`src/pkg/scl_pkg.sv`:
```
// constants, frame layout and pin bundle for the serial configuration loader
// assumes one 200 MHz core clock; every pin arrives asynchronously to it
// What this block does
// - sample data-in on serial clock rise, select low
// - sixteen data bits follow eight control and address bits
// - strobe high at select rise: buffer only
// - strobe falling edge applies buffered frame
// - strobe low at select rise: apply directly
// - calibration writes apply at select rise always
// - data-out is last shift register bit
// - both channel enables zero changes nothing
// - calibration-select bit routes write to calibration
// - measure output needs register bit and pin
// - force low-leak when bit or pin low
// - force and measure selectors give six modes
// - shared force and sense switches, own bits
// - four address bits, two channel enables, top ignored
// - control registers take their defaults at power-up
package scl_pkg;

    localparam int FRAME_BITS = 24;
    localparam int DATA_BITS = 16;
    localparam int CLK_PERIOD_NS = 5;
    localparam int SCLK_MIN_PERIOD_NS = 20;
    localparam int SCLK_MIN_PERIOD_CYC = (SCLK_MIN_PERIOD_NS + CLK_PERIOD_NS - 1) / CLK_PERIOD_NS;

    localparam logic [3:0] ADDR_DCL_CTRL = 4'h0;
    localparam logic [3:0] ADDR_PMU_CTRL = 4'h8;
    localparam logic [15:0] DCL_CTRL_RESET = 16'h0004;
    localparam logic [15:0] DCL_CAL_RESET = 16'h0008;
    localparam logic [15:0] PMU_CTRL_RESET = 16'h0003;

    // pmu control field positions
    localparam int PMU_FORCE_SEL = 0;
    localparam int PMU_MEASURE_OUTPUT_SEL = 1;
    localparam int PMU_FORCE_EN = 6;
    localparam int PMU_MEASURE_OUTPUT_EN = 7;
    localparam int PMU_EXT_FORCE = 11;
    localparam int PMU_EXT_SENSE = 12;

    typedef struct packed {
        logic top_unused;
        logic calib_select_bit;
        logic chan1_write_en;
        logic chan0_write_en;
        logic [3:0] addr;
        logic [DATA_BITS-1:0] data;
    } scl_frame_t;

    typedef struct packed {
        logic cs_n;
        logic sclk;
        logic din;
        logic load_n;
        logic rst_n;
        logic measure_output_out_enable_pin;
        logic low_leak_pin_n;
    } scl_pins_t;

    localparam scl_pins_t PINS_IDLE = 7'h7F;

    typedef enum logic [2:0] {
        force_none_measure_none = 3'h0,
        force_none_measure_v = 3'h1,
        force_v_measure_i = 3'h2,
        force_v_measure_v = 3'h3,
        force_i_measure_i = 3'h4,
        force_i_measure_v = 3'h5
    } scl_pmu_mode_t;

endpackage

```
`src/hdl/scl_reg_mem.sv`:
```
// two-channel bank of sixteen 16-bit registers with a registered read port
// assumes writes and the clear come from logic on the same clock
`timescale 1ns/10ps
`default_nettype none
module scl_reg_mem import scl_pkg::*; #(
    parameter logic [15:0] WORD0_RESET = 16'h0000,
    parameter logic [15:0] WORD8_RESET = 16'h0000
) (
    input wire logic clk,
    input wire logic clear,
    input wire logic [1:0] wr_chan,
    input wire logic [3:0] wr_addr,
    input wire logic [15:0] wr_data,
    input wire logic rd_chan,
    input wire logic [3:0] rd_addr,
    output logic [15:0] rd_data
);
    logic [15:0] mem [0:1][0:15];

    function automatic logic [15:0] reset_word(input int a);
        reset_word = (a == 0) ? WORD0_RESET : ((a == 8) ? WORD8_RESET : 16'h0000);
    endfunction

    always_ff @(posedge clk) begin
        for (int c = 0; c < 2; c++) begin
            for (int a = 0; a < 16; a++) begin
                if (clear) begin
                    mem[c][a] <= reset_word(a);
                end else if (wr_chan[c] && wr_addr == a[3:0]) begin
                    mem[c][a] <= wr_data;
                end
            end
        end
    end

    always_ff @(posedge clk) begin
        if (clear) begin
            rd_data <= 16'h0000;
        end else begin
            rd_data <= mem[rd_chan][rd_addr];
        end
    end
endmodule // scl_reg_mem
`default_nettype wire

```
`src/hdl/scl_loader.sv`:
```
// serial configuration loader: shift register, buffer/update logic and pmu gating
// assumes all pins are asynchronous to CLK; serial clock at most a quarter of CLK
`timescale 1ns/10ps
`default_nettype none
module scl_loader import scl_pkg::*; (
    input wire logic CLK,
    input wire logic RESET,
    input wire logic CS_N,
    input wire logic SCLK,
    input wire logic DIN,
    input wire logic LOAD_N,
    input wire logic RST_N,
    input wire logic MEASURE_OUTPUT_OUT_ENABLE_PIN,
    input wire logic LOW_LEAK_PIN_N,
    input wire logic RD_CAL,
    input wire logic RD_CHAN,
    input wire logic [3:0] RD_ADDR,
    output logic DOUT,
    output logic [15:0] RD_DATA,
    output logic [1:0] MEASURE_OUTPUT_EN,
    output logic [1:0] FORCE_OUTPUT_EN,
    output logic [1:0] FORCE_SELECT,
    output logic [1:0] MEASURE_SELECT,
    output scl_pmu_mode_t CH0_MODE,
    output scl_pmu_mode_t CH1_MODE,
    output logic EXT_FORCE_SWITCH_EN,
    output logic EXT_SENSE_SWITCH_EN
);
    // channel write mask; the top address bit takes no part
    function automatic logic [1:0] chan_mask(input scl_frame_t f);
        chan_mask = {f.chan1_write_en, f.chan0_write_en};
    endfunction

    function automatic scl_pmu_mode_t pmu_mode(input logic [15:0] ctrl, input logic lleak_n);
        logic forcing;
        forcing = ctrl[PMU_FORCE_EN] & lleak_n;
        if (!forcing) begin
            pmu_mode = ctrl[PMU_MEASURE_OUTPUT_SEL] ? force_none_measure_v : force_none_measure_none;
        end else if (!ctrl[PMU_FORCE_SEL]) begin
            pmu_mode = ctrl[PMU_MEASURE_OUTPUT_SEL] ? force_v_measure_v : force_v_measure_i;
        end else begin
            pmu_mode = ctrl[PMU_MEASURE_OUTPUT_SEL] ? force_i_measure_v : force_i_measure_i;
        end
    endfunction

    scl_pins_t pins_raw;
    scl_pins_t pins_meta;
    scl_pins_t pins;
    logic sclk_prev;
    logic cs_n_prev;
    logic load_n_prev;
    logic [FRAME_BITS-1:0] shift_reg;
    scl_frame_t buf_frame;
    logic buf_pending;
    logic [15:0] pmu_ctrl [0:1];
    logic [15:0] rd_active;
    logic [15:0] rd_calib;
    logic rd_cal_q;

    assign pins_raw = '{cs_n: CS_N, sclk: SCLK, din: DIN, load_n: LOAD_N, rst_n: RST_N,
                        measure_output_out_enable_pin: MEASURE_OUTPUT_OUT_ENABLE_PIN, low_leak_pin_n: LOW_LEAK_PIN_N};

    // only the second stage feeds any logic
    always_ff @(posedge CLK) begin
        if (RESET) begin
            pins_meta <= PINS_IDLE;
            pins <= PINS_IDLE;
        end else begin
            pins_meta <= pins_raw;
            pins <= pins_meta;
        end
    end

    wire clear_all = RESET | ~pins.rst_n;
    wire sclk_rise = pins.sclk & ~sclk_prev;
    wire cs_rise = pins.cs_n & ~cs_n_prev;
    wire load_fall = ~pins.load_n & load_n_prev;

    always_ff @(posedge CLK) begin
        if (RESET) begin
            sclk_prev <= 1'b1;
            cs_n_prev <= 1'b1;
            load_n_prev <= 1'b1;
        end else begin
            sclk_prev <= pins.sclk;
            cs_n_prev <= pins.cs_n;
            load_n_prev <= pins.load_n;
        end
    end

    // extra clocks push the oldest bits out of data-out; only the last 24 stay
    always_ff @(posedge CLK) begin
        if (clear_all) begin
            shift_reg <= '0;
        end else if (sclk_rise && !pins.cs_n) begin
            shift_reg <= {shift_reg[FRAME_BITS-2:0], pins.din};
        end
    end

    assign DOUT = shift_reg[FRAME_BITS-1];

    // frame decode at the select rising edge
    scl_frame_t frame;
    assign frame = scl_frame_t'(shift_reg);

    wire [1:0] frame_mask = chan_mask(frame);
    wire [1:0] buf_mask = chan_mask(buf_frame);
    wire frame_live = cs_rise && (frame_mask != 2'b00);
    wire calib_write = frame_live && frame.calib_select_bit;
    wire normal_live = frame_live && !frame.calib_select_bit;
    wire direct_write = normal_live && !pins.load_n;
    wire defer_write = normal_live && pins.load_n;
    // a direct frame wins over a buffered apply landing in the same cycle
    wire apply_buf = load_fall && buf_pending && !direct_write;

    wire [1:0] act_wr_chan = direct_write ? frame_mask : (apply_buf ? buf_mask : 2'b00);
    wire [3:0] act_wr_addr = direct_write ? frame.addr : buf_frame.addr;
    wire [15:0] act_wr_data = direct_write ? frame.data : buf_frame.data;
    wire [1:0] cal_wr_chan = calib_write ? frame_mask : 2'b00;

    always_ff @(posedge CLK) begin
        if (clear_all) begin
            buf_frame <= '0;
            buf_pending <= 1'b0;
        end else if (defer_write) begin
            buf_frame <= frame;
            buf_pending <= 1'b1;
        end else if (direct_write) begin
            buf_frame <= frame;
            buf_pending <= 1'b0;
        end else if (apply_buf) begin
            buf_pending <= 1'b0;
        end
    end

    // pmu control is kept in flops too because it steers outputs every cycle
    always_ff @(posedge CLK) begin
        for (int c = 0; c < 2; c++) begin
            if (clear_all) begin
                pmu_ctrl[c] <= PMU_CTRL_RESET;
            end else if (act_wr_chan[c] && act_wr_addr == ADDR_PMU_CTRL) begin
                pmu_ctrl[c] <= act_wr_data;
            end
        end
    end

    scl_reg_mem #(
        .WORD0_RESET(DCL_CTRL_RESET),
        .WORD8_RESET(PMU_CTRL_RESET)
    ) u_active (
        .clk(CLK),
        .clear(clear_all),
        .wr_chan(act_wr_chan),
        .wr_addr(act_wr_addr),
        .wr_data(act_wr_data),
        .rd_chan(RD_CHAN),
        .rd_addr(RD_ADDR),
        .rd_data(rd_active)
    );

    scl_reg_mem #(
        .WORD0_RESET(DCL_CAL_RESET),
        .WORD8_RESET(16'h0000)
    ) u_calib (
        .clk(CLK),
        .clear(clear_all),
        .wr_chan(cal_wr_chan),
        .wr_addr(frame.addr),
        .wr_data(frame.data),
        .rd_chan(RD_CHAN),
        .rd_addr(RD_ADDR),
        .rd_data(rd_calib)
    );

    always_ff @(posedge CLK) begin
        if (RESET) begin
            rd_cal_q <= 1'b0;
        end else begin
            rd_cal_q <= RD_CAL;
        end
    end

    assign RD_DATA = rd_cal_q ? rd_calib : rd_active;

    // pmu gating, registered so the outputs come straight from flops
    wire [1:0] next_measure_output_en = {pmu_ctrl[1][PMU_MEASURE_OUTPUT_EN], pmu_ctrl[0][PMU_MEASURE_OUTPUT_EN]}
                              & {2{pins.measure_output_out_enable_pin}};
    wire [1:0] next_force_en = {pmu_ctrl[1][PMU_FORCE_EN], pmu_ctrl[0][PMU_FORCE_EN]}
                               & {2{pins.low_leak_pin_n}};
    wire [1:0] next_force_sel = {pmu_ctrl[1][PMU_FORCE_SEL], pmu_ctrl[0][PMU_FORCE_SEL]};
    wire [1:0] next_measure_output_sel = {pmu_ctrl[1][PMU_MEASURE_OUTPUT_SEL], pmu_ctrl[0][PMU_MEASURE_OUTPUT_SEL]};
    scl_pmu_mode_t next_mode0;
    scl_pmu_mode_t next_mode1;
    assign next_mode0 = pmu_mode(pmu_ctrl[0], pins.low_leak_pin_n);
    assign next_mode1 = pmu_mode(pmu_ctrl[1], pins.low_leak_pin_n);
    // switches are shared: either channel closing its bit closes the switch
    wire next_ext_force = pmu_ctrl[0][PMU_EXT_FORCE] | pmu_ctrl[1][PMU_EXT_FORCE];
    wire next_ext_sense = pmu_ctrl[0][PMU_EXT_SENSE] | pmu_ctrl[1][PMU_EXT_SENSE];

    always_ff @(posedge CLK) begin
        if (RESET) begin
            MEASURE_OUTPUT_EN <= 2'h0;
            FORCE_OUTPUT_EN <= 2'h0;
            FORCE_SELECT <= 2'h3;
            MEASURE_SELECT <= 2'h3;
            CH0_MODE <= force_none_measure_v;
            CH1_MODE <= force_none_measure_v;
            EXT_FORCE_SWITCH_EN <= 1'b0;
            EXT_SENSE_SWITCH_EN <= 1'b0;
        end else begin
            MEASURE_OUTPUT_EN <= next_measure_output_en;
            FORCE_OUTPUT_EN <= next_force_en;
            FORCE_SELECT <= next_force_sel;
            MEASURE_SELECT <= next_measure_output_sel;
            CH0_MODE <= next_mode0;
            CH1_MODE <= next_mode1;
            EXT_FORCE_SWITCH_EN <= next_ext_force;
            EXT_SENSE_SWITCH_EN <= next_ext_sense;
        end
    end
endmodule // scl_loader
`default_nettype wire

```
`config.mk`:
```
export PLATFORM = sky130hd
export DESIGN_NAME = scl_loader
export DESIGN_NICKNAME = d
export VERILOG_FILES = /design/src/pkg/scl_pkg.sv /design/src/hdl/scl_reg_mem.sv /design/src/hdl/scl_loader.sv
export SDC_FILE = /design/constraint.sdc
export NUM_CORES = 2
export LEC_CHECK = 0
export BUFFER_PORTS_ARGS = -buffer_cell sky130_fd_sc_hd__clkbuf_2
export CAP_MARGIN = 0
export CELL_PAD_IN_SITES_DETAIL_PLACEMENT = 1
export CELL_PAD_IN_SITES_GLOBAL_PLACEMENT = 1
export CORE_MARGIN = 8
export CORE_UTILIZATION = 58
export DETAILED_ROUTE_END_ITERATION = 8
export PLACE_DENSITY = 0.82
export SETUP_SLACK_MARGIN = 0.02
export SLEW_MARGIN = 20
export SYNTH_ARGS = -nofsm -noshare
export SYNTH_HDL_FRONTEND = slang
export SYNTH_SLANG_ARGS = --single-unit
```
`constraint.sdc`:
```
create_clock -name CLK -period 5.4 [get_ports CLK]
set_input_delay 0.27 -clock CLK [delete_from_list [all_inputs] [get_ports CLK]]
set_output_delay 0.27 -clock CLK [all_outputs]
set_load 0.03 [all_outputs]
```
==> flow_metrics.py <==
metrics = {
    "status": {
        "outcome": "completed",
    },
    "routing": {
        "met3WireLength_um": 17500,
        "wl_per_cell_um": 34.5,
        "postRouteWirelength_um": 162000,
        "detail_route.wirelength.met1_um": 58800,
        "drc": 0,
        "top_layer": "met5",
        "routed-wl-met2_um": 77200,
        "first_pass_iters": 5,
        "detail-route-antenna-nets": 0,
        "post_drt_via_cell_ratio": 7.05,
        "detailedRoute.firstIterationViolations": 4588,
        "dr_total_vias": 33000,
    },
    "finish": {
        "num-nets-final": 3443,
        "area.sequential_um2": 33000,
        "finish.instance_area_um2": 56600,
        "most_frequent_cells_in_the_layout": "1024 x edfxtp_1, 513 x and2_1, 512 x nor3_1, 224 x mux4_2, 133 x mux2i_1",
        "filler_cell_count": 7749,
        "drive_above_1_share": 0.209,
        "most_common_cell_after_layout_fill_and_taps_aside": "edfxtp_1",
        "multi_input_comb_area_um2": 16500,
        "syn_to_final_growth_pct": 11.8,
    },
    "logic_synthesis": {
        "synth_adder_area_share": 0,
        "syn_inst": 3505,
        "asyncSetResetFlopFracSynth": 0,
        "synth_compound_gate_area_share": 0.0367,
        "netlist_area_um2": 50600,
        "synthesis.area_per_instance_um2": 14.4,
        "post_synthesis_cell_type_count": 50,
        "synth_xor_area_frac": 0,
        "yosys-mux-area-fraction": 0.137,
        "synthesis.nets": 3520,
        "portion_of_the_post_synthesis_area_used_by_sequential_elements": 0.652,
        "yosys_register_bits": 1135,
        "synth_top_family_by_area": "simple AND/OR/NAND/NOR gates",
        "synth_edf_count": 1024,
        "yosys_most_used_dff": "edfxtp_1",
        "ys_warn_count": 0,
        "synthSimpleGateAreaFrac": 0.140,
    },
    "setup_path": {
        "worst-endpoint-required_ns": 5.95,
        "critPathCaptureType": "register",
        "setup.worst_path.class": "register to register",
        "setup.worst_path.start_class": "register",
        "critical_path_peak_fanout": 17,
        "worst-endpoint-arrival_ns": 4.21,
    },
    "pwr": {
        "cellPowerDensity_nw_per_um2": 346,
        "power.total_mw": 19.6,
        "p_leak_nw": 19.1,
        "power.ir.vdd_worst_v": 0.000249,
    },
    "clock_network": {
        "tritoncts": "built",
        "worst_setup_hold_path_clk_slew_ns": 0.07,
        "post_cts.resized_instances": 0,
        "cts_buffers": 114,
        "htree_levels": 3,
        "clock_tree_buf_depth": 3,
        "root_cell_of_the_clock_tree": "clkbuf_16",
        "clk_latency_ns": 0.70,
        "clock-sinks": 1135,
    },
    "hold_path": {
        "hold_path_class": "primary input to register",
    },
    "sta": {
        "hold_viol": 0,
        "finalSetupTns_ns": 0,
        "min_period_ns": 3.66,
        "hold_slack_ns": 0.192,
        "finClkSkew_ns": 0.0450,
        "finalSetupViolations": 0,
        "timing.final.max_slew_violations": 0,
        "rsz0062_at_grt": "false",
        "timing_worst_slew_pin_value_ns": 1.23,
        "timing.final.crit_share": 0.677,
        "peak_clock_frequency_supported_by_timing_mhz": 273,
        "final.setup.worst_slack_ns": 1.74,
        "slew_headroom": 0.176,
    },
    "placed_design": {
        "detailedPlace.worstSlack_ns": 1.92,
        "finalWeightedCongestion": 0.871,
        "post_dp_cell_area_um2": 52500,
        "detailedPlacementHpwl_um": 92400,
        "portBuffers": 47,
    },
    "flow_run": {
        "cap_viol_max_count": 0,
    },
    "global_route": {
        "grt_pass1_wl_um": 236000,
        "largest_net_degree_at_the_start_of_global_routing": 254,
        "grt_antenna_before_repair": 13,
        "grt_remaining_overflow": 0,
        "grtUsageTotal": 0.326,
        "grt_pass1_vias": 34500,
    },
    "floorplanning": {
        "die_footprint_um2": 97000,
        "start_util": 0.584,
        "io_pins": 48,
        "die_h_um": 311,
        "die_x_um": 311,
        "core_area_um2": 86600,
        "rows": 108,
    },
}
-- final timing paths --
path / start / to / slack (ns) / depth (start not counted)
worst min register to register: pins_meta[5] / pins[5] / 0.40 / 1
worst min-delay path: RD_ADDR[3] / u_calib.rd_data[8] / 0.19 / 3
worst max-delay path: pins[6] / u_calib.mem[0][74] / 1.74 / 4
worst max register to register: pins[6] / u_calib.mem[0][74] / 1.74 / 4
-- power breakdown --
group	switching (mW)	leakage, nW	internal [mW]
clock network	3.47	1.87	4.73
registers	0.159	11.5	9.97
logic	0.805	5.75	0.449
total	4.43	19.1	15.1
-- cell families (layout without fill, tap and decap cells) --
group | count (synthesis) | in the layout
AND/OR/NAND/NOR | 1294 | 1294
flip-flops | 1135 | 1135
multiplexers | 408 | 408
buffers and inverters | 397 | 419
AO/OA/AOI/OAI | 271 | 271
other | 0 | 3
-- sequential cells by signal, summed over array words and instances, names as in the netlist, 2 cells and up --
register / count
u_active.mem: 495
u_calib.rd_data: 16
CH0_MODE: 2
u_active.rd_data: 16
CH1_MODE: 3
pins: 7
MEASURE_OUTPUT_EN: 2
frame: 24
buf_frame: 22
u_calib.mem: 512
FORCE_OUTPUT_EN: 2
FORCE_SELECT: 2
pins_meta: 7
pmu_ctrl: 17
-- metal layers --
| layer | GRT usage | vias to the layer above |
|---|---|---|
| met4 | 0.149 | 6 |
| met3 | 0.0602 | 506 |
| met1 | 0.436 | 17000 |
| met2 | 0.522 | 2382 |
| met5 | 0 | - |
| li1 | - | 13100 |
-- what timing repair did --
| item | 4_1_cts | 5_1_grt |
|---|---|---|
| hold buffers | 8 | 0 |
| buffers inserted | 0 | 0 |
| hold endpoints to repair | 8 | 0 |
-- critical path: stages (launching register included) --
cell and delay, ns:
dfxtp_1 0.50, nand4b_1 0.96, or2_1 0.78, nor2_1 0.96, and2_1 0.30
-- Yosys cell counts (2+ instances only) --
cell / n / area, um^2
edfxtp_1: 1024 / 30700
and2_1: 513 / 3210
nor3_1: 512 / 2560
mux4_2: 224 / 5040
clkbuf_1: 210 / 788
mux2i_1: 160 / 1600
nand2_1: 123 / 462
buf_2: 121 / 606
dfxtp_1: 111 / 2220
o21ai_0: 60 / 300
a21oi_1: 46 / 230
nor2_1: 46 / 173
clkbuf_2: 33 / 165
a221o_1: 32 / 320
a22oi_1: 32 / 240
a31oi_1: 32 / 200
o31ai_1: 28 / 210
a221oi_1: 24 / 210
mux2_2: 23 / 259
or2_2: 21 / 131
buf_1: 17 / 63.8
nor2b_1: 16 / 100
buf_4: 12 / 90.1
nand2b_1: 10 / 62.6
nand3_1: 10 / 50.1
nor2_2: 10 / 62.6
nor2_4: 8 / 90.1
o2111ai_1: 8 / 70.1
or3_1: 5 / 31.3
and3b_1: 3 / 26.3
buf_6: 3 / 33.8
and3_1: 2 / 12.5
nand3b_1: 2 / 15.0
nand4b_1: 2 / 17.5
nor4b_2: 2 / 30.0
o211a_1: 2 / 20.0
o21a_1: 2 / 15.0
o21ai_1: 2 / 10.0
or2_1: 2 / 12.5
or4_1: 2 / 15.0
-- metrics by stage --
step           instances   util
6_report            4685  0.653
5_1_grt             4682  0.653
4_1_cts             4673  0.651
3_5_place_dp        4450  0.606
3_3_place_gp        4442  0.603
2_1_floorplan       3505      -
-- layout make-up --
cell class / count / area share
Inverter: 1 / 0.0000663
Clock inverter: 55 / 0.0105
Tap cell: 1155 / 0.0255
Clock buffer: 160 / 0.0570
Timing Repair Buffer: 203 / 0.0329
Multi-Input combinational cell: 1973 / 0.291
Antenna cell: 3 / 0.000133
Sequential cell: 1135 / 0.583
Power figures use the tool's default switching activity.
